<file path="config.mk">
export PLATFORM = sky130hd
export DESIGN_NAME = uhr_hub_core
export DESIGN_NICKNAME = d
export VERILOG_FILES = /design/src/rtl/uhr_pkg.sv /design/src/rtl/uhr_hub_core.sv
export SDC_FILE = /design/constraint.sdc
export NUM_CORES = 1
export LEC_CHECK = 0
export ABC_AREA = 1
export BUFFER_PORTS_ARGS = -buffer_cell sky130_fd_sc_hd__buf_4
export CAP_MARGIN = 15
export CORE_ASPECT_RATIO = 1.75
export CORE_MARGIN = 10
export CORE_UTILIZATION = 32
export DETAILED_ROUTE_END_ITERATION = 8
export SLEW_MARGIN = 20
export SYNTH_ARGS = -nofsm -noshare
export SYNTH_HDL_FRONTEND = slang
export SYNTH_SLANG_ARGS = --single-unit
</file>
<file path="constraint.sdc">
create_clock -name clk -period 2.7 [get_ports clk]
set_input_delay 0.135 -clock clk [delete_from_list [all_inputs] [get_ports clk]]
set_output_delay 0.135 -clock clk [all_outputs]
set_load 0.03 [all_outputs]
</file>
<file path="src/rtl/uhr_pkg.sv">
package uhr_pkg;
   localparam int NPORT      = 4;
   localparam int FIFO_W     = 8;
   localparam int FIFO_D     = 16;
   localparam int CLK_MHZ    = 200;
   localparam int CTRL_KHZ   = 12000;
   localparam int CTRL_DIV   = CLK_MHZ * 1000 / CTRL_KHZ;
   localparam int SUSP_MS    = 3;
   localparam int SUSP_CYC   = SUSP_MS * CLK_MHZ * 1000;
   localparam int RESUME_MS  = 1;
   localparam int RESUME_CYC = RESUME_MS * CLK_MHZ * 1000;
   localparam int UFRAME_NS  = 125000;
   localparam int UFRAME_CYC = UFRAME_NS * CLK_MHZ / 1000;
   localparam int STUFF_RUN  = 6;
   localparam int EE_LEN     = 8;
   localparam logic [2:0] EE_LAST = 3'h7;
   localparam logic [7:0] EE_SIG  = 8'hA5;
   // Arbitrary identity values
   localparam logic [15:0] DEF_VID = 16'h1234;
   localparam logic [15:0] DEF_PID = 16'h5678;
   localparam logic [1:0] SPD_LS = 2'h0;
   localparam logic [1:0] SPD_FS = 2'h1;
   localparam logic [1:0] SPD_HS = 2'h2;
   localparam logic [3:0] PID_OUT   = 4'h1;
   localparam logic [3:0] PID_IN    = 4'h9;
   localparam logic [3:0] PID_SOF   = 4'h5;
   localparam logic [3:0] PID_SETUP = 4'hD;

   typedef struct packed {
      logic [7:0] pid;
      logic [6:0] addr;
      logic [3:0] endp;
      logic [4:0] crc;
   } uhr_token_s;

   typedef struct packed {
      logic [15:0] vid;
      logic [15:0] pid;
   } uhr_ids_s;

   typedef enum logic [1:0] {
      EE_IDLE  = 2'b00,
      EE_READ  = 2'b01,
      EE_CHECK = 2'b10,
      EE_DONE  = 2'b11
   } uhr_ee_e;

   function automatic logic [4:0] uhr_crc5(input logic [10:0] d);
      logic [4:0] c;
      logic       fb;
      c = 5'h1F;
      for (int i = 0; i < 11; i++) begin
         fb = d[i] ^ c[4];
         c  = {c[3:0], 1'b0} ^ (fb ? 5'h05 : 5'h00);
      end
      return ~{c[0], c[1], c[2], c[3], c[4]};
   endfunction : uhr_crc5

   // Translator only when host is high speed and device is not
   function automatic logic uhr_route_tt(input logic hostHs, input logic [1:0] spd);
      return hostHs && (spd != SPD_HS);
   endfunction : uhr_route_tt
endpackage : uhr_pkg

</file>
<file path="src/rtl/uhr_hub_core.sv">
`timescale 1ns/1ps
`default_nettype none

module uhr_fifo #(
   parameter int W = 8,
   parameter int D = 16
) (
   input  wire logic         clk,
   input  wire logic         rst,
   input  wire logic         inValid,
   output logic              inReady,
   input  wire logic [W-1:0] inData,
   output logic              outValid,
   input  wire logic         outReady,
   output logic [W-1:0]      outData
);
   localparam int AW = $clog2(D);
   logic [W-1:0]      mem [D];
   logic [AW-1:0]     wrPtr_reg;
   logic [AW-1:0]     rdPtr_reg;
   logic [AW:0]       count_reg;
   logic              push;
   logic              pop;

   assign inReady  = count_reg != (AW+1)'(D);
   assign outValid = count_reg != '0;
   assign outData  = mem[rdPtr_reg];
   assign push     = inValid && inReady;
   assign pop      = outValid && outReady;

   always_ff @(posedge clk) begin
      if (push) begin
         mem[wrPtr_reg] <= inData;
      end
   end

   always_ff @(posedge clk) begin
      if (rst) begin
         wrPtr_reg <= '0;
         rdPtr_reg <= '0;
         count_reg <= '0;
      end else begin
         wrPtr_reg <= wrPtr_reg + AW'(push);
         rdPtr_reg <= rdPtr_reg + AW'(pop);
         count_reg <= count_reg + (AW+1)'(push) - (AW+1)'(pop);
      end
   end
endmodule : uhr_fifo

module uhr_hub_core
   import uhr_pkg::*;
#(
   parameter int SUSP_CYCLES   = uhr_pkg::SUSP_CYC,
   parameter int RESUME_CYCLES = uhr_pkg::RESUME_CYC,
   parameter int UFRAME_CYCLES = uhr_pkg::UFRAME_CYC
) (
   input  wire logic                        clk,
   input  wire logic                        rst,
   input  wire logic                        eePresent,
   input  wire logic [7:0]                  eeData,
   input  wire logic                        eeAck,
   output logic                             eeReq,
   output logic [2:0]                       eeAddr,
   output uhr_pkg::uhr_ids_s                ids,
   output logic                             idsFromEe,
   output logic                             pullupEn,
   input  wire logic                        busReset,
   input  wire logic                        hostHs,
   input  wire logic                        setAddr,
   input  wire logic [6:0]                  newAddr,
   input  wire logic                        setCfg,
   input  wire logic [7:0]                  newCfg,
   output logic [6:0]                       devAddr,
   output logic [7:0]                       cfgValue,
   output logic                             configured,
   input  wire logic                        tokenValid,
   input  wire uhr_pkg::uhr_token_s         token,
   output logic                             tokenHit,
   output logic [3:0]                       tokenKind,
   output logic                             uframeTick,
   input  wire logic                        rxBit,
   input  wire logic                        rxBitValid,
   input  wire logic                        rxEop,
   input  wire logic [1:0]                  txTarget,
   output logic                             rxBitReady,
   output logic                             stuffErr,
   output logic [7:0]                       dnData,
   output logic                             dnValid,
   input  wire logic                        dnReady,
   output logic [1:0]                       dnPort,
   input  wire logic                        busIdle,
   output logic                             suspended,
   output logic                             resumeOut,
   input  wire logic [3:0]                  portConnect,
   input  wire logic [3:0]                  portOvcDet,
   input  wire logic [3:0]                  portPowerSet,
   input  wire logic [3:0]                  portResetDone,
   input  wire logic [3:0][1:0]             portSpeed,
   input  wire logic [3:0]                  portWake,
   output logic [3:0]                       portPower,
   output logic [3:0]                       portSe0,
   output logic [3:0]                       portEnabled,
   output logic [3:0]                       portRouteTt,
   output logic [3:0][1:0]                  portSpeedEff,
   output logic [3:0]                       portLedGreen,
   output logic [3:0]                       portLedAmber,
   output logic [3:0]                       portChange,
   input  wire logic                        splitValid,
   input  wire logic [1:0]                  splitPort,
   input  wire logic                        ttDone,
   output logic                             ttStart,
   output logic [1:0]                       ttPort,
   output logic                             ttBusy
);
   import uhr_pkg::*;

   uhr_ee_e     eeState_reg;
   logic [4:0]  ctrlDiv_reg;
   logic        ctrlTick;
   logic [7:0]  eeBuf [EE_LEN];
   logic [7:0]  eeSum_reg;
   logic [7:0]  cfgNext;
   logic        rxActive_reg;
   logic [2:0]  ones_reg;
   logic [2:0]  bitCnt_reg;
   logic [7:0]  shift_reg;
   logic        byteFull_reg;
   logic        bitTake;
   logic        fifoInReady;
   logic        fifoOutValid;
   logic        fifoPop;
   logic [7:0]  fifoOutData;
   logic [19:0] idleCnt_reg;
   logic [19:0] resCnt_reg;
   logic [19:0] uframeCnt_reg;
   logic [3:0]  connPrev_reg;
   logic [3:0]  ovcPrev_reg;
   logic        tokCrcOk;

   // Controller pace: one step every 16 clocks, a 12.5 MHz tick
   assign ctrlTick = ctrlDiv_reg == 5'(CTRL_DIV - 1);

   always_ff @(posedge clk) begin
      if (rst || ctrlTick) begin
         ctrlDiv_reg <= '0;
      end else begin
         ctrlDiv_reg <= ctrlDiv_reg + 5'h01;
      end
   end

   always_ff @(posedge clk) begin
      if (rst) begin
         eeState_reg <= EE_IDLE;
         eeReq       <= 1'b0;
         eeAddr      <= '0;
         eeSum_reg   <= '0;
         ids         <= '{vid: DEF_VID, pid: DEF_PID};
         idsFromEe   <= 1'b0;
         pullupEn    <= 1'b0;
      end else begin
         case (eeState_reg)
            EE_IDLE: if (ctrlTick) begin
               eeState_reg <= eePresent ? EE_READ : EE_DONE;
            end
            EE_READ: begin
               if (eeReq && eeAck) begin
                  eeReq                <= 1'b0;
                  eeBuf[eeAddr]        <= eeData;
                  eeAddr               <= eeAddr + 3'h1;
                  if (eeAddr != EE_LAST) begin
                     eeSum_reg <= eeSum_reg + eeData;
                  end else begin
                     eeState_reg <= EE_CHECK;
                  end
               end else if (!eeReq && ctrlTick) begin
                  eeReq <= 1'b1;
               end
            end
            EE_CHECK: begin
               // Only a good image replaces the defaults
               if (eeSum_reg == eeBuf[EE_LAST] && eeBuf[0] == EE_SIG) begin
                  ids       <= '{vid: {eeBuf[2], eeBuf[1]}, pid: {eeBuf[4], eeBuf[3]}};
                  idsFromEe <= 1'b1;
               end
               eeState_reg <= EE_DONE;
            end
            EE_DONE: pullupEn <= 1'b1;
            default: eeState_reg <= EE_IDLE;
         endcase
      end
   end

   // Configuration seen one edge ahead so SE0 and power follow at once
   always_comb begin
      cfgNext = cfgValue;
      if (busReset) begin
         cfgNext = 8'h00;
      end else if (setCfg && pullupEn) begin
         cfgNext = newCfg;
      end
   end

   always_ff @(posedge clk) begin
      if (rst) begin
         devAddr    <= '0;
         cfgValue   <= '0;
         configured <= 1'b0;
         portSe0    <= 4'hF;
      end else begin
         if (busReset) begin
            devAddr <= '0;
         end else if (setAddr && pullupEn) begin
            devAddr <= newAddr;
         end
         cfgValue   <= cfgNext;
         configured <= cfgNext != 8'h00;
         portSe0    <= (cfgNext == 8'h00) ? 4'hF : 4'h0;
      end
   end

   assign tokCrcOk = token.crc == uhr_crc5({token.endp, token.addr});

   always_ff @(posedge clk) begin
      if (rst) begin
         tokenHit  <= 1'b0;
         tokenKind <= '0;
      end else begin
         tokenHit  <= tokenValid && tokCrcOk && token.pid[3:0] == ~token.pid[7:4]
                      && token.addr == devAddr && token.pid[3:0] != PID_SOF;
         tokenKind <= tokenValid ? token.pid[3:0] : tokenKind;
      end
   end

   // Free-running fallback keeps ticking if an SOF is lost
   always_ff @(posedge clk) begin
      if (rst) begin
         uframeCnt_reg <= '0;
         uframeTick    <= 1'b0;
      end else if (tokenValid && tokCrcOk && token.pid[3:0] == PID_SOF) begin
         uframeCnt_reg <= '0;
         uframeTick    <= 1'b1;
      end else begin
         uframeTick    <= uframeCnt_reg == 20'(UFRAME_CYCLES - 1);
         uframeCnt_reg <= (uframeCnt_reg == 20'(UFRAME_CYCLES - 1)) ? '0
                          : uframeCnt_reg + 20'h1;
      end
   end

   assign bitTake = rxBitValid && rxBitReady;

   always_ff @(posedge clk) begin
      if (rst) begin
         rxActive_reg <= 1'b0;
         dnPort       <= '0;
      end else if (rxEop) begin
         rxActive_reg <= 1'b0;
      end else if (bitTake) begin
         rxActive_reg <= 1'b1;
         if (!rxActive_reg) begin
            dnPort <= txTarget;
         end
      end
   end

   always_ff @(posedge clk) begin
      if (rst) begin
         ones_reg     <= '0;
         bitCnt_reg   <= '0;
         shift_reg    <= '0;
         byteFull_reg <= 1'b0;
         stuffErr     <= 1'b0;
         rxBitReady   <= 1'b0;
      end else begin
         stuffErr <= bitTake && ones_reg == 3'(STUFF_RUN) && rxBit;
         if (rxEop) begin
            ones_reg   <= '0;
            bitCnt_reg <= '0;
         end else if (bitTake) begin
            ones_reg <= rxBit ? ones_reg + 3'h1 : 3'h0;
            // Stuffed zero after six ones is dropped
            if (ones_reg != 3'(STUFF_RUN)) begin
               shift_reg  <= {rxBit, shift_reg[7:1]};
               bitCnt_reg <= bitCnt_reg + 3'h1;
            end
         end
         if (bitTake && ones_reg != 3'(STUFF_RUN) && bitCnt_reg == 3'h7) begin
            byteFull_reg <= 1'b1;
            rxBitReady   <= 1'b0;
         end else if (byteFull_reg && fifoInReady) begin
            byteFull_reg <= 1'b0;
            rxBitReady   <= 1'b1;
         end else begin
            rxBitReady   <= !byteFull_reg;
         end
      end
   end

   uhr_fifo #(
      .W (FIFO_W),
      .D (FIFO_D)
   ) u_fifo (
      .clk      (clk),
      .rst      (rst),
      .inValid  (byteFull_reg),
      .inReady  (fifoInReady),
      .inData   (shift_reg),
      .outValid (fifoOutValid),
      .outReady (fifoPop),
      .outData  (fifoOutData)
   );

   assign fifoPop = fifoOutValid && (!dnValid || dnReady);

   always_ff @(posedge clk) begin
      if (rst) begin
         dnValid <= 1'b0;
         dnData  <= '0;
      end else if (!dnValid || dnReady) begin
         dnValid <= fifoOutValid;
         dnData  <= fifoOutValid ? fifoOutData : dnData;
      end
   end

   always_ff @(posedge clk) begin
      if (rst) begin
         idleCnt_reg <= '0;
         resCnt_reg  <= '0;
         suspended   <= 1'b0;
         resumeOut   <= 1'b0;
      end else begin
         if (!busIdle || !pullupEn) begin
            idleCnt_reg <= '0;
            suspended   <= 1'b0;
         end else if (idleCnt_reg == 20'(SUSP_CYCLES - 1)) begin
            suspended   <= 1'b1;
         end else begin
            idleCnt_reg <= idleCnt_reg + 20'h1;
         end
         if (resumeOut) begin
            resCnt_reg <= resCnt_reg + 20'h1;
            resumeOut  <= resCnt_reg != 20'(RESUME_CYCLES - 1);
         end else if (suspended && |portWake) begin
            resumeOut  <= 1'b1;
            resCnt_reg <= '0;
         end
      end
   end

   always_ff @(posedge clk) begin
      if (rst) begin
         portPower    <= '0;
         portEnabled  <= '0;
         portRouteTt  <= '0;
         portSpeedEff <= '0;
         portLedGreen <= '0;
         portLedAmber <= '0;
         portChange   <= '0;
         connPrev_reg <= '0;
         ovcPrev_reg  <= '0;
      end else begin
         connPrev_reg <= portConnect;
         ovcPrev_reg  <= portOvcDet;
         for (int i = 0; i < NPORT; i++) begin
            portChange[i] <= (portConnect[i] ^ connPrev_reg[i])
                             || (portOvcDet[i] && !ovcPrev_reg[i])
                             || (portWake[i] && !suspended);
            if (cfgNext == 8'h00 || portOvcDet[i]) begin
               portPower[i] <= 1'b0;
            end else if (portPowerSet[i]) begin
               portPower[i] <= 1'b1;
            end
            if (!portConnect[i]) begin
               portEnabled[i]  <= 1'b0;
               portRouteTt[i]  <= 1'b0;
               portSpeedEff[i] <= SPD_LS;
            end else if (portResetDone[i]) begin
               portEnabled[i]  <= 1'b1;
               portRouteTt[i]  <= uhr_route_tt(hostHs, portSpeed[i]);
               portSpeedEff[i] <= (!hostHs && portSpeed[i] == SPD_HS) ? SPD_FS
                                  : portSpeed[i];
            end
            portLedGreen[i] <= portEnabled[i] && !suspended;
            portLedAmber[i] <= portOvcDet[i] && !suspended;
         end
      end
   end

   // One translator shared by all ports; a busy translator drops new splits
   always_ff @(posedge clk) begin
      if (rst) begin
         ttStart <= 1'b0;
         ttPort  <= '0;
         ttBusy  <= 1'b0;
      end else begin
         ttStart <= 1'b0;
         if (ttBusy && ttDone) begin
            ttBusy <= 1'b0;
         end else if (splitValid && hostHs && configured && !ttBusy
                      && portRouteTt[splitPort]) begin
            ttStart <= 1'b1;
            ttPort  <= splitPort;
            ttBusy  <= 1'b1;
         end
      end
   end
endmodule : uhr_hub_core

`default_nettype wire

</file>
== Yosys cells after proc, flatten, opt, wreduce, memory -nomap -nowiden ==
Memory sizes are Yosys's and may differ from the RTL's. A register that Yosys moved wholly into a read port is not among the register bits.
Cells that the tools add are included.
W data, S select, Z words.
Storage, ports and cells
  flip-flop bits (word level): 187
  memory bits (writable): 192
  input bits: 95
  output and inout bits: 115
  word-level logic and storage cells: 285
  memories kept: 2
Memories
  u_fifo.mem: words 16, width 8, rd ports 1, clocked after Yosys merged registers in 1, wr ports 1, line uhr_hub_core.sv:18  | logic [W-1:0] mem [D];
  eeBuf: words 8, width 8, rd ports 6, clocked after Yosys merged registers in 4, wr ports 1, line uhr_hub_core.sv:120  | logic [7:0] eeBuf [EE_LEN];
Operators by class
  $add $sub $neg: 12
  $lt $le $gt $ge: 1
  equal/unequal tests: 30
  muxes and demuxes: 43
  bitwise operators: 34
  reduce and logical (&&, ||, !) cells: 108
Operator list (count)
  $add A20 B1 Y20 const B: 3
  $xor A5 B3 Y5: 10
  $logic_and A1 B1 Y1: 48
  $mux W20: 2
  $mux W3: 12
  $reduce_or A2 Y1: 13
  $eq A20 B15 Y1 const B: 1
  $eq A20 B20 Y1 const B: 1
  $ne A20 B18 Y1 const B: 1
  $mux W1: 16
  $mux W2: 8
  $mux W8: 2
  $logic_or A1 B1 Y1: 15
  $ne A2 B2 Y1 const B: 7
  $xor A1 B1 Y1: 14
  $eq A2 B2 Y1 const B: 6
  $logic_not A1 Y1: 12
  $reduce_and A2 Y1: 6
  $add A3 B1 Y3 const B: 3
  $reduce_and A3 Y1: 3
  $add A4 B1 Y4: 2
  $add A8 B8 Y8: 1
  $eq A8 B8 Y1: 1
  $eq A8 B8 Y1 const B: 1
  other kinds (30): 40

== Longest topological paths before layout ==
Gate-level depths: netlist of the first run.
  depth in word-level cells: 38
  gate-level depth with buffers: 16
  gate-level depth less buffers: 14

== Cells and area by module ==
A second synthesis of the first run with hierarchy kept.
Second synthesis, totals
  cells, all modules: 1934
  area total of the unflattened synthesis: 17185.2 µm²
Modules (own cells, without submodules)
  uhr_hub_core: times used 1, cells each 1310, area an instance 10924.2 µm², sequential area each 5665.4 µm²
  uhr_fifo: times used 1, cells each 624, area an instance 6261.0 µm², sequential area each 4103.9 µm²

== Least setup slack after synthesis of the first run ==
OpenSTA, ideal clock, no wires.
  path kind: register to register
  from: register u_fifo.count_reg[2]
  to: register u_fifo.count_reg[4]
  library setup time: 128 ps
  arrival time: 2452 ps
  required time: 2572 ps
  slack: 120 ps
  cell stages (with the launch flop): 16
  buffers on the path: 1
  period minus slack after synthesis: 2580 ps
  cells stage by stage: dfxtp_1 -> inv_1 -> ha_1 -> nand4_1 -> nand2_1 -> clkinv_1 -> clkbuf_1 -> ha_1 -> inv_1 -> ha_1 -> inv_1 -> fa_1 -> nor3_1 -> a211oi_1 -> o21ai_0 -> a21oi_1
Between the ends
  longest elaborated chain between the ends: 4
  elaborated cells on any way between the ends: 7
  classes of those cells: add/sub: 2; eq/ne: 1; reduce/logical: 4
RTL lines
  start: declaration: line uhr_hub_core.sv:21  | logic [AW:0] count_reg;
  start signal: assignment: line uhr_hub_core.sv:45  | count_reg <= count_reg + (AW+1)'(push) - (AW+1)'(pop);
  $ne A5 B5 Y1 / $reduce_bool A5 Y1 (equally long branches): line uhr_hub_core.sv:25, uhr_hub_core.sv:26
  $logic_and A1 B1 Y1, on equally long branches: line uhr_hub_core.sv:28, uhr_hub_core.sv:312
  $add A5 B1 Y5 / $logic_and A1 B1 Y1 (equally long branches): line uhr_hub_core.sv:45, uhr_hub_core.sv:29
  $sub A5 B1 Y5 (*): line uhr_hub_core.sv:45
Every way passes the cells marked *; elsewhere a longest branch is shown, timed or not.
A chain may end at the register's enable or synchronous reset.

== Worst setup path after layout of the first run ==
  from: register u_fifo.count_reg[3]
  to: register u_fifo.count_reg[4]
The elaborated chain is that of the path after synthesis.

==> out/qor.yml, run 1 <==
slew_violations: 0
yosys-top-cells-area: "edfxtp_1 (32%), dfxtp_1 (27%), nor2_1 (6.4%), nand2_1 (5.3%), o21ai_0 (3.7%)"
drt_pass1_iterations: 5
synth_cells: 1738
htreeDepth: 2
r2r_end: "u_fifo.count_reg[4]$_SDFF_PP0_"
syn_avg_cell_area_um2: 9.51
dp_hpwl_mm: 33.7
drc_errors: 0
io_buffers: 209
tightest_slew_ns: 0.842
syn_nets: 1868
synth_edf_count: 176
drive_gt1_share_pct: 17.6
power_density_nw_per_um2: 711
dieWidth_um: 192
start_util_pct: 32.2
ys_async_sr_fraction_pct: 0
path_buf_inv: 4
synth_seq_cells: 400
reg2reg_depth: 14
core_area_um2: 51300
layout_common_cells: "nor2_1 (281), buf_4 (239), nand2_1 (235), dfxtp_1 (223), edfxtp_1 (176)"
num_rows: 110
ctsRootBufferMaster: "clkbuf_16"
fin_crit_sh_pct: 88.9
cp-startpoint: "u_fifo.count_reg[3]$_SDFF_PP0_"
numCtsBuffers: 37
yosysWarnings: 0
r2r_slack_ns: 0.30
critPathMaxStageDelay_ns: 0.40
cts_resized: 0
area_delta_synth_final_pct: 27.4
cp_data_arrival_time_ns: 2.81
wl_per_cell_um: 17.0
maxCapViolCount: 0
largest_reg_flops: 128
design_power_total_uw: 15000
num_vias: 13200
max_slew_margin_pct: 43.8
post-route-min-period_ns: 2.40
path_class: "reg -> reg"
ys.flop_type: "dfxtp_1"
ios: 210
status: "completed"
final_common_cell: "nor2_1"
largest_register: "u_fifo.mem"
crit_slowest_cell: "fa_1"
grt_usage_pct: 14.9
overflow: 0
startpoint_type: "flip-flop"
nNetsFinal: 2169
r2r-start: "u_fifo.count_reg[3]$_SDFF_PP0_"
hold_slack_ns: 0.0187
path_delay_family: "adder cells"
seq_area_frac_synth_pct: 59.1
cts_tree: "yes"
hold_viol: 0
antenna_found_initial: 1
clock_sinks: 400
rsz0062_at_grt: "no"
dieHeight_um: 321
worstPathCellList: "inv_1 > ha_1 > nand4_1 > nand2_1 > clkinv_1 > ha_1 > inv_1 > ha_1 > inv_1 > fa_1 > nor3_1 > a211oi_1 > o21ai_0 > a21oi_1"
syn_area_um2: 16500
fmax_mhz: 417
via_per_inst: 4.82
grt_pass1_vias: 13500
fp.dieArea_um2: 61500
whs_path_depth: 5
grt_start_max_net_pins: 69
postRouteWirelength_mm: 46.7
worst_setup_path_end_kind: "flip-flop"
insertion_delay_ns: 0.55
routabilityCongestion: 0.897
grt_first_pass_wirelength_mm: 72.9
synth_top_cell_by_area: "edfxtp_1"
leakagePower_uw: 0.00842
critPathMaxFanout: 3
setup_viol: 0
yosysTopAreaCellShare_pct: 32.0
dr.first_iter.drc_count: 765
holdCritStartpoint: "newCfg[0]"
path_clk_slew_ns: 0.07
tns_ns: 0
min_to: "cfgValue[0]$_SDFF_PP0_"
cp_num_cells: 14
peakVddDrop_v: 0.000499
cp.required_ns: 3.11
clockBufferDepth: 3
finClkSkew_ns: 0.0158
ant_nets: 0
reg_top3: "u_fifo.mem: 128 flops, eeBuf: 48 flops, ids: 32 flops"
hold_class: "in -> reg"
yosysUniqueCellTypes: 51
postCtsSetupBuffers: 0
-- metrics by stage --
step | worst slack (ns) | utilization [%] | area [µm²] | cells
global placement | 0.318 | 36.9 | 19000 | 2594
CTS | 0.312 | 41.0 | 21100 | 2740
floorplan | 0.120 | - | 16500 | 1738
finish | 0.300 | 41.0 | 21100 | 2741
global route | 0.0764 | 41.0 | 21100 | 2741
detailed placement | 0.332 | 36.9 | 19000 | 2594
-- area by class of cell --
cell class	instances	area, µm²
antenna	1	2.50
clock buffer	46	1040
clock inverter	22	279
fill	4919	30300
inverter	175	657
multi-input combinational	1105	5840
sequential	400	9770
tap	672	841
timing repair buffer	320	2640
-- worst register-to-register path: stages (launching register included) --
cell and delay (ns):
dfxtp_1 0.32, inv_1 0.08, ha_1 0.16, nand4_1 0.10
nand2_1 0.09, clkinv_1 0.08, ha_1 0.27, inv_1 0.06
ha_1 0.16, inv_1 0.06, fa_1 0.40, nor3_1 0.20
a211oi_1 0.08, o21ai_0 0.16, a21oi_1 0.06
-- synthesized netlist by cell type (all sizes together), types with 24 or more instances --
library cell / instances
dfxtp: 224
nand3: 83
nor3: 31
xor2: 24
clkbuf: 37
nor2: 304
inv: 171
nand2: 240
ha: 33
edfxtp: 176
a21oi: 69
o21ai: 137
-- report_power, final --
part / switching, µW / internal, µW
clock: 2320 / 3350
combinational: 1640 / 982
sequential: 197 / 6500
total: 4150 / 10800
-- logic make-up (layout without fill, tap and decap cells) --
group | Yosys count | after routing | synth area share, %
compound gates | 295 | 295 | 10.5
xor+xnor | 38 | 38 | 2.10
fa+ha+maj | 35 | 35 | 2.74
buf+inv | 233 | 563 | 5.58
flops | 400 | 400 | 59.1
mux | 20 | 20 | 1.21
other cells | 0 | 1 | 0
simple gates | 717 | 717 | 18.8
-- how the worst max path moves through the flow --
stage	to	slack [ns]
floorplan	u_fifo.count_reg[4]$_SDFF_PP0_	0.12
CTS	u_fifo.count_reg[4]$_SDFF_PP0_	0.31
global placement	u_fifo.count_reg[4]$_SDFF_PP0_	0.32
detailed placement	u_fifo.count_reg[4]$_SDFF_PP0_	0.33
global route	u_fifo.count_reg[4]$_SDFF_PP0_	0.08
finish	u_fifo.count_reg[4]$_SDFF_PP0_	0.30
-- layer usage --
layer,vias up,track usage (%),wire (µm)
met4,0,6.67,1910
li1,6519,-,-
met2,348,28.2,25400
met3,104,2.48,2080
met5,-,0,0
met1,6237,15.5,17300
-- timing repair --
action,in CTS,in global routing
endpoints found under the setup margin,0,0
endpoints found under the hold margin,123,0
hold buffers,78,0
Power figures use the tool's default switching activity.
==> run 2: changes to the inputs <==
Settings changed: CORE_UTILIZATION 32 to 53, CTS_CLUSTER_DIAMETER set to 120, PLACE_DENSITY set to 0.77, SYNTH_HIERARCHICAL set to 1.
==> out/qor.yml, run 2 <==
synth_cells: 1934  # +11%
dr.first_iter.drc_count: 1044  # +36%
largest_register: "u_fifo/mem"
max_slew_margin_pct: 44.0  # +0.21 points
post-route-min-period_ns: 2.50  # +0.103 ns
final_common_cell: "nand2_1"
hold_viol: 0  # unchanged
nNetsFinal: 2362  # +8.9%
r2r-start: "u_fifo/count_reg[2]$_SDFF_PP0_"
setup_viol: 0  # unchanged
fill_cells: 2443  # -50%
hold_class: "in -> reg"
tightest_slew_ns: 0.839  # -0.00318 ns
finClkSkew_ns: 0.0258  # +0.0100 ns
startpoint_type: "flip-flop"
antenna_found_initial: 3  # +2
leakagePower_uw: 0.00915  # +8.7%
fp.dieArea_um2: 40300  # -34%
start_util_pct: 53.5  # +21 points
reg_top3: "u_fifo/mem: 128 flops, eeBuf: 48 flops, ids: 32 flops"
peakVddDrop_v: 0.000491  # -1.5%
grt_first_pass_wirelength_mm: 71.7  # -1.7%
cp.required_ns: 3.14  # +0.03 ns
seq_area_frac_synth_pct: 56.8  # -2.3 points
numCtsBuffers: 36  # -2.7%
cp_data_arrival_time_ns: 2.95  # +0.14 ns
yosys-top-cells-area: "edfxtp_1 (31%), dfxtp_1 (26%), nand2_1 (8.5%), inv_1 (6.0%), nand3_1 (4.8%)"
r2r_end: "u_fifo/count_reg[4]$_SDFF_PP0_"
yosys-top-cells-count: "nand2_1 (387), inv_1 (275), dfxtp_1 (224)"
drc_errors: 0  # unchanged
final_cell_area_um2: 21100  # +0.18%
reg2reg_depth: 17  # +3
ys.flop_type: "dfxtp_1"
grt_usage_pct: 21.9  # +7.0 points
syn_nets: 2064  # +10%
grt_start_max_net_pins: 60  # -13%
tns_ns: 0  # unchanged
combPwrFrac_pct: 19.1  # +1.6 points
wl_per_cell_um: 16.9  # -0.84%
syn_avg_cell_area_um2: 8.89  # -6.6%
overflow: 0  # unchanged
largest_reg_flops: 128  # unchanged
ios: 210  # unchanged
worst_setup_path_end_kind: "flip-flop"
clockBufferDepth: 3  # unchanged
setup_slack_ns: 0.197  # -0.103 ns
dieHeight_um: 258  # -19%
dieWidth_um: 156  # -19%
yosysTopAreaCellShare_pct: 30.8  # -1.2 points
synth_top_cell_by_area: "edfxtp_1"
layout_common_cells: "nand2_1 (387), inv_1 (274), buf_4 (241), dfxtp_1 (223), nor2_1 (184)"
whs_path_depth: 5  # unchanged
cts_tree: "yes"
status: "completed"
dpl_cell_area_um2: 19200  # +1.0%
yosysUniqueCellTypes: 49  # -3.9%
dp_slack_ns: 0.238  # -0.0945 ns
switching_power_uw: 4200  # +1.3%
maxCapViolCount: 0  # unchanged
drt_pass1_iterations: 5  # unchanged
postRouteWirelength_mm: 44.9  # -3.7%
r2r_slack_ns: 0.20  # -0.10 ns
power_density_nw_per_um2: 689  # -3.1%
ys_async_sr_fraction_pct: 0  # unchanged
grt_pass1_vias: 14500  # +7.0%
htreeDepth: 2  # unchanged
yosysWarnings: 6  # +6
holdCritStartpoint: "newCfg[5]"
postCtsSetupBuffers: 0  # unchanged
num_vias: 14200  # +7.2%
rsz0062_at_grt: "no"
synth_edf_count: 176  # unchanged
swShare_pct: 28.9  # +1.2 points
core_area_um2: 32100  # -37%
min_to: "cfgValue[5]$_SDFF_PP0_"
slew_violations: 0  # unchanged
fin_crit_sh_pct: 92.7  # +3.8 points
drive_gt1_share_pct: 15.9  # -1.7 points
yosysMostFrequentCell: "nand2_1"
area_delta_synth_final_pct: 22.8
io_buffers: 209  # unchanged
path_class: "reg -> reg"
syn_area_um2: 17200  # +4.0%
num_rows: 87  # -21%
insertion_delay_ns: 0.54  # about the same
pwr-share-seq_pct: 46.1  # +1.4 points
via_per_inst: 5.32  # +10%
clock_power_share_pct: 34.9  # -2.9 points
fmax_mhz: 400  # -4.1%
ant_nets: 0  # unchanged
clock_sinks: 400  # unchanged
synth_seq_cells: 400  # unchanged
internal_power_uw: 10300  # -4.6%
path_clk_slew_ns: 0.07  # about the same
ctsRootBufferMaster: "clkbuf_16"
routabilityCongestion: 0.920  # +2.6%
critPathMaxFanout: 2  # -1
dp_hpwl_mm: 31.6  # -6.3%
[run 2: power groups by stage]
stage / registers (µW) / logic, µW / clock network, µW
floorplan: 6970 / 1680 / 0
global placement: 6820 / 2580 / 0
detailed placement: 6830 / 2660 / 0
CTS: 6700 / 2760 / 5160
global route: 6720 / 3070 / 5410
finish: 6690 / 2770 / 5070
[run 2: kinds of logic (layout without fill, tap and decap cells)]
family | Yosys count | after routing | share of synthesized area (%)
adder cells (fa/ha/maj) | 35 | 35 | 2.64
other | 0 | 3 | 0
XOR/XNOR | 47 | 47 | 2.44
AND/OR/NAND/NOR | 879 | 879 | 22.7
AO/OA/AOI/OAI | 228 | 228 | 7.12
flip-flops | 400 | 400 | 56.8
buffers and inverters | 345 | 669 | 8.24
[run 2: worst max-delay path, stage by stage, from the launching register on]
cell	delay, ns
dfxtp_1	0.32
inv_1	0.08
ha_1	0.18
nand4_1	0.12
nand2_1	0.11
clkinv_1	0.08
nand2_1	0.07
inv_1	0.06
ha_1	0.27
inv_1	0.04
ha_1	0.20
fa_1	0.39
nand2_1	0.10
a21oi_1	0.08
nor2_1	0.13
nand2_1	0.06
nand2_1	0.07
nor2_1	0.05
[run 2: how the worst max path moves through the flow]
stage	startpoint	to	slack [ns]
after floorplan	u_fifo/count_reg[3]$_SDFF_PP0_	u_fifo/count_reg[4]$_SDFF_PP0_	0.19
after global placement	u_fifo/count_reg[3]$_SDFF_PP0_	u_fifo/count_reg[4]$_SDFF_PP0_	0.28
after detailed placement	u_fifo/count_reg[2]$_SDFF_PP0_	u_fifo/count_reg[4]$_SDFF_PP0_	0.24
after CTS	u_fifo/count_reg[3]$_SDFF_PP0_	u_fifo/count_reg[4]$_SDFF_PP0_	0.23
after global routing	u_fifo/count_reg[3]$_SDFF_PP0_	u_fifo/count_reg[4]$_SDFF_PP0_	0.06
final	u_fifo/count_reg[2]$_SDFF_PP0_	u_fifo/count_reg[4]$_SDFF_PP0_	0.20
[run 2: through the flow]
stage / utilization (%) / hold slack [ns] / power [µW] / instances
after detailed placement: 59.7 / 0.334 / 9490 / 2516
after floorplan: - / 0.224 / 8650 / 1934
after global placement: 59.7 / 0.332 / 9400 / 2516
final: 65.7 / 0.0209 / 14500 / 2661
after CTS: 65.7 / 0.00177 / 14600 / 2658
after global routing: 65.7 / 0.0329 / 15200 / 2661
[run 2: layout make-up]
type                    count  area, µm²  area share (%)
multi-input cells        1189       6010            28.5
diodes                      3       7.51          0.0356
clock buffers              45        996            4.72
well taps                 400        500            2.37
clock inverters            19        160           0.759
repair buffers            319       2590            12.3
inverters                 286       1070            5.09
flip-flops and latches    400       9770            46.3
[run 2: routing by layer]
metal / up-vias / global-route usage [%] / share of wire, %
li1: 6931 / - / -
met1: 6653 / 21.4 / 34
met2: 442 / 42.3 / 56
met3: 128 / 4.13 / 5.4
met4: 0 / 10.8 / 4.9
met5: - / 0 / 0
[run 2: repair_timing]
item | 4_1_cts | 5_1_grt
resized for setup | 0 | 0
endpoints found under the hold margin | 116 | 0
hold buffers | 78 | 0
==> run 3: changes to the inputs <==
Settings changed: CTS_BUF_LIST set to sky130_fd_sc_hd__clkbuf_16.
==> out/qor.yml, run 3 (synthesis gave the netlist of run 2 again) <==
largest_register: "u_fifo/mem"
grt_start_max_net_pins: 60  # unchanged
largest_reg_flops: 128  # unchanged
fp.dieArea_um2: 40300  # unchanged
cts_tree: "yes"
postRouteWirelength_mm: 44.8  # -0.27%
num_rows: 87  # unchanged
power_density_nw_per_um2: 684  # -0.74%
fin_crit_sh_pct: 92.5  # -0.16 points
worst_setup_path_end_kind: "flip-flop"
leakagePower_uw: 0.00914  # about the same
setup_viol: 0  # unchanged
ant_nets: 0  # unchanged
critPathMaxFanout: 2  # unchanged
tightest_slew_ns: 0.846  # +0.00669 ns
reg2reg_depth: 17  # unchanged
post-route-min-period_ns: 2.50  # -0.00439 ns
cts_resized: 0  # unchanged
clock_sinks: 400  # unchanged
path_clk_slew_ns: 0.07  # about the same
grt_usage_pct: 21.9  # about the same
dp_slack_ns: 0.238  # unchanged
finClkSkew_ns: 0.0246  # -0.00120 ns
path_class: "reg -> reg"
ios: 210  # unchanged
start_util_pct: 53.5  # unchanged
tns_ns: 0  # unchanged
core_area_um2: 32100  # unchanged
insertion_delay_ns: 0.54  # about the same
hold_class: "in -> reg"
postCtsSetupBuffers: 0  # unchanged
drt_pass1_iterations: 6  # +1
overflow: 0  # unchanged
status: "completed"
dieHeight_um: 258  # unchanged
cp.required_ns: 3.15  # about the same
num_vias: 14200  # +0.035%
min_to: "cfgValue[5]$_SDFF_PP0_"
ctsHoldBuffers: 78  # unchanged
layout_common_cells: "nand2_1 (387), inv_1 (278), buf_4 (241), dfxtp_1 (223), nor2_1 (184)"
antenna_found_initial: 3  # unchanged
startpoint_type: "flip-flop"
grt_pass1_vias: 14500  # -0.090%
nNetsFinal: 2362  # unchanged
r2r-start: "u_fifo/count_reg[2]$_SDFF_PP0_"
maxCapViolCount: 0  # unchanged
wl_per_cell_um: 16.8  # -0.27%
dr.first_iter.drc_count: 1050  # +0.57%
area_delta_synth_final_pct: 22.6
cp_data_arrival_time_ns: 2.94  # about the same
grt_first_pass_wirelength_mm: 71.7  # about the same
final_common_cell: "nand2_1"
setup_slack_ns: 0.201  # +0.00439 ns
max_slew_margin_pct: 43.6  # -0.45 points
drc_errors: 0  # unchanged
slew_violations: 0  # unchanged
routabilityCongestion: 0.920  # unchanged
holdCritStartpoint: "newCfg[5]"
dp_hpwl_mm: 31.6  # unchanged
reg_top3: "u_fifo/mem: 128 flops, eeBuf: 48 flops, ids: 32 flops"
r2r_end: "u_fifo/count_reg[4]$_SDFF_PP0_"
hold_slack_ns: 0.0178  # -0.00311 ns
fmax_mhz: 400  # +0.18%
via_per_inst: 5.32  # about the same
rsz0062_at_grt: "no"
whs_path_depth: 5  # unchanged
numCtsBuffers: 36  # unchanged
r2r_slack_ns: 0.20  # about the same
dieWidth_um: 156  # unchanged
drive_gt1_share_pct: 15.8  # -0.13 points
hold_viol: 0  # unchanged
io_buffers: 209  # unchanged
htreeDepth: 2  # unchanged
ctsRootBufferMaster: "clkbuf_16"
clockBufferDepth: 3  # unchanged
peakVddDrop_v: 0.000489  # -0.47%
run 3: worst max-delay path: stages (launching register included):
cell      delay [ns]
dfxtp_1         0.32
inv_1           0.08
ha_1            0.18
nand4_1         0.12
nand2_1         0.11
clkinv_1        0.08
nand2_1         0.07
inv_1           0.05
ha_1            0.26
inv_1           0.03
ha_1            0.20
fa_1            0.39
nand2_1         0.10
a21oi_1         0.08
nor2_1          0.13
nand2_1         0.06
nand2_1         0.07
nor2_1          0.05
run 3: worst max path at each step:
stage               cells after the start                        endpoint                           start
floorplan                              17  u_fifo/count_reg[4]$_SDFF_PP0_  u_fifo/count_reg[3]$_SDFF_PP0_
CTS                                    17  u_fifo/count_reg[4]$_SDFF_PP0_  u_fifo/count_reg[3]$_SDFF_PP0_
global route                           17  u_fifo/count_reg[4]$_SDFF_PP0_  u_fifo/count_reg[3]$_SDFF_PP0_
detailed placement                     17  u_fifo/count_reg[4]$_SDFF_PP0_  u_fifo/count_reg[2]$_SDFF_PP0_
global placement                       17  u_fifo/count_reg[4]$_SDFF_PP0_  u_fifo/count_reg[3]$_SDFF_PP0_
finish                                 17  u_fifo/count_reg[4]$_SDFF_PP0_  u_fifo/count_reg[2]$_SDFF_PP0_
run 3: layout make-up:
type / count / area (µm²)
antenna: 3 / 7.51
clock buffer: 37 / 926
clock inverter: 27 / 190
fill: 2441 / 11000
inverter: 286 / 1070
multi-input combinational: 1189 / 6010
sequential: 400 / 9770
tap: 400 / 500
timing repair buffer: 319 / 2590
run 3: power by group:
group	leakage, µW	internal [µW]	switching (µW)
clock network	0.000566	2700	2240
logic	0.00513	1000	1770
registers	0.00345	6500	189
run 3: per-layer routing:
layer  vias up  global-route usage, %  share of wire (%)
met1      6661                   21.4                 34
met2       433                   42.1                 55
met3       136                   4.16                5.5
li1       6929                      -                  -
met5         -                      0                  0
met4         0                   11.2                5.2
run 3: through the flow:
step	utilization [%]	total power, µW	instances	instance area, µm²
6_report	65.6	14400	2661	21100
5_1_grt	65.6	15100	2661	21100
4_1_cts	65.6	14500	2658	21100
3_5_place_dp	59.7	9490	2516	19200
3_3_place_gp	59.7	9400	2516	19200
2_1_floorplan	-	8650	1934	17200
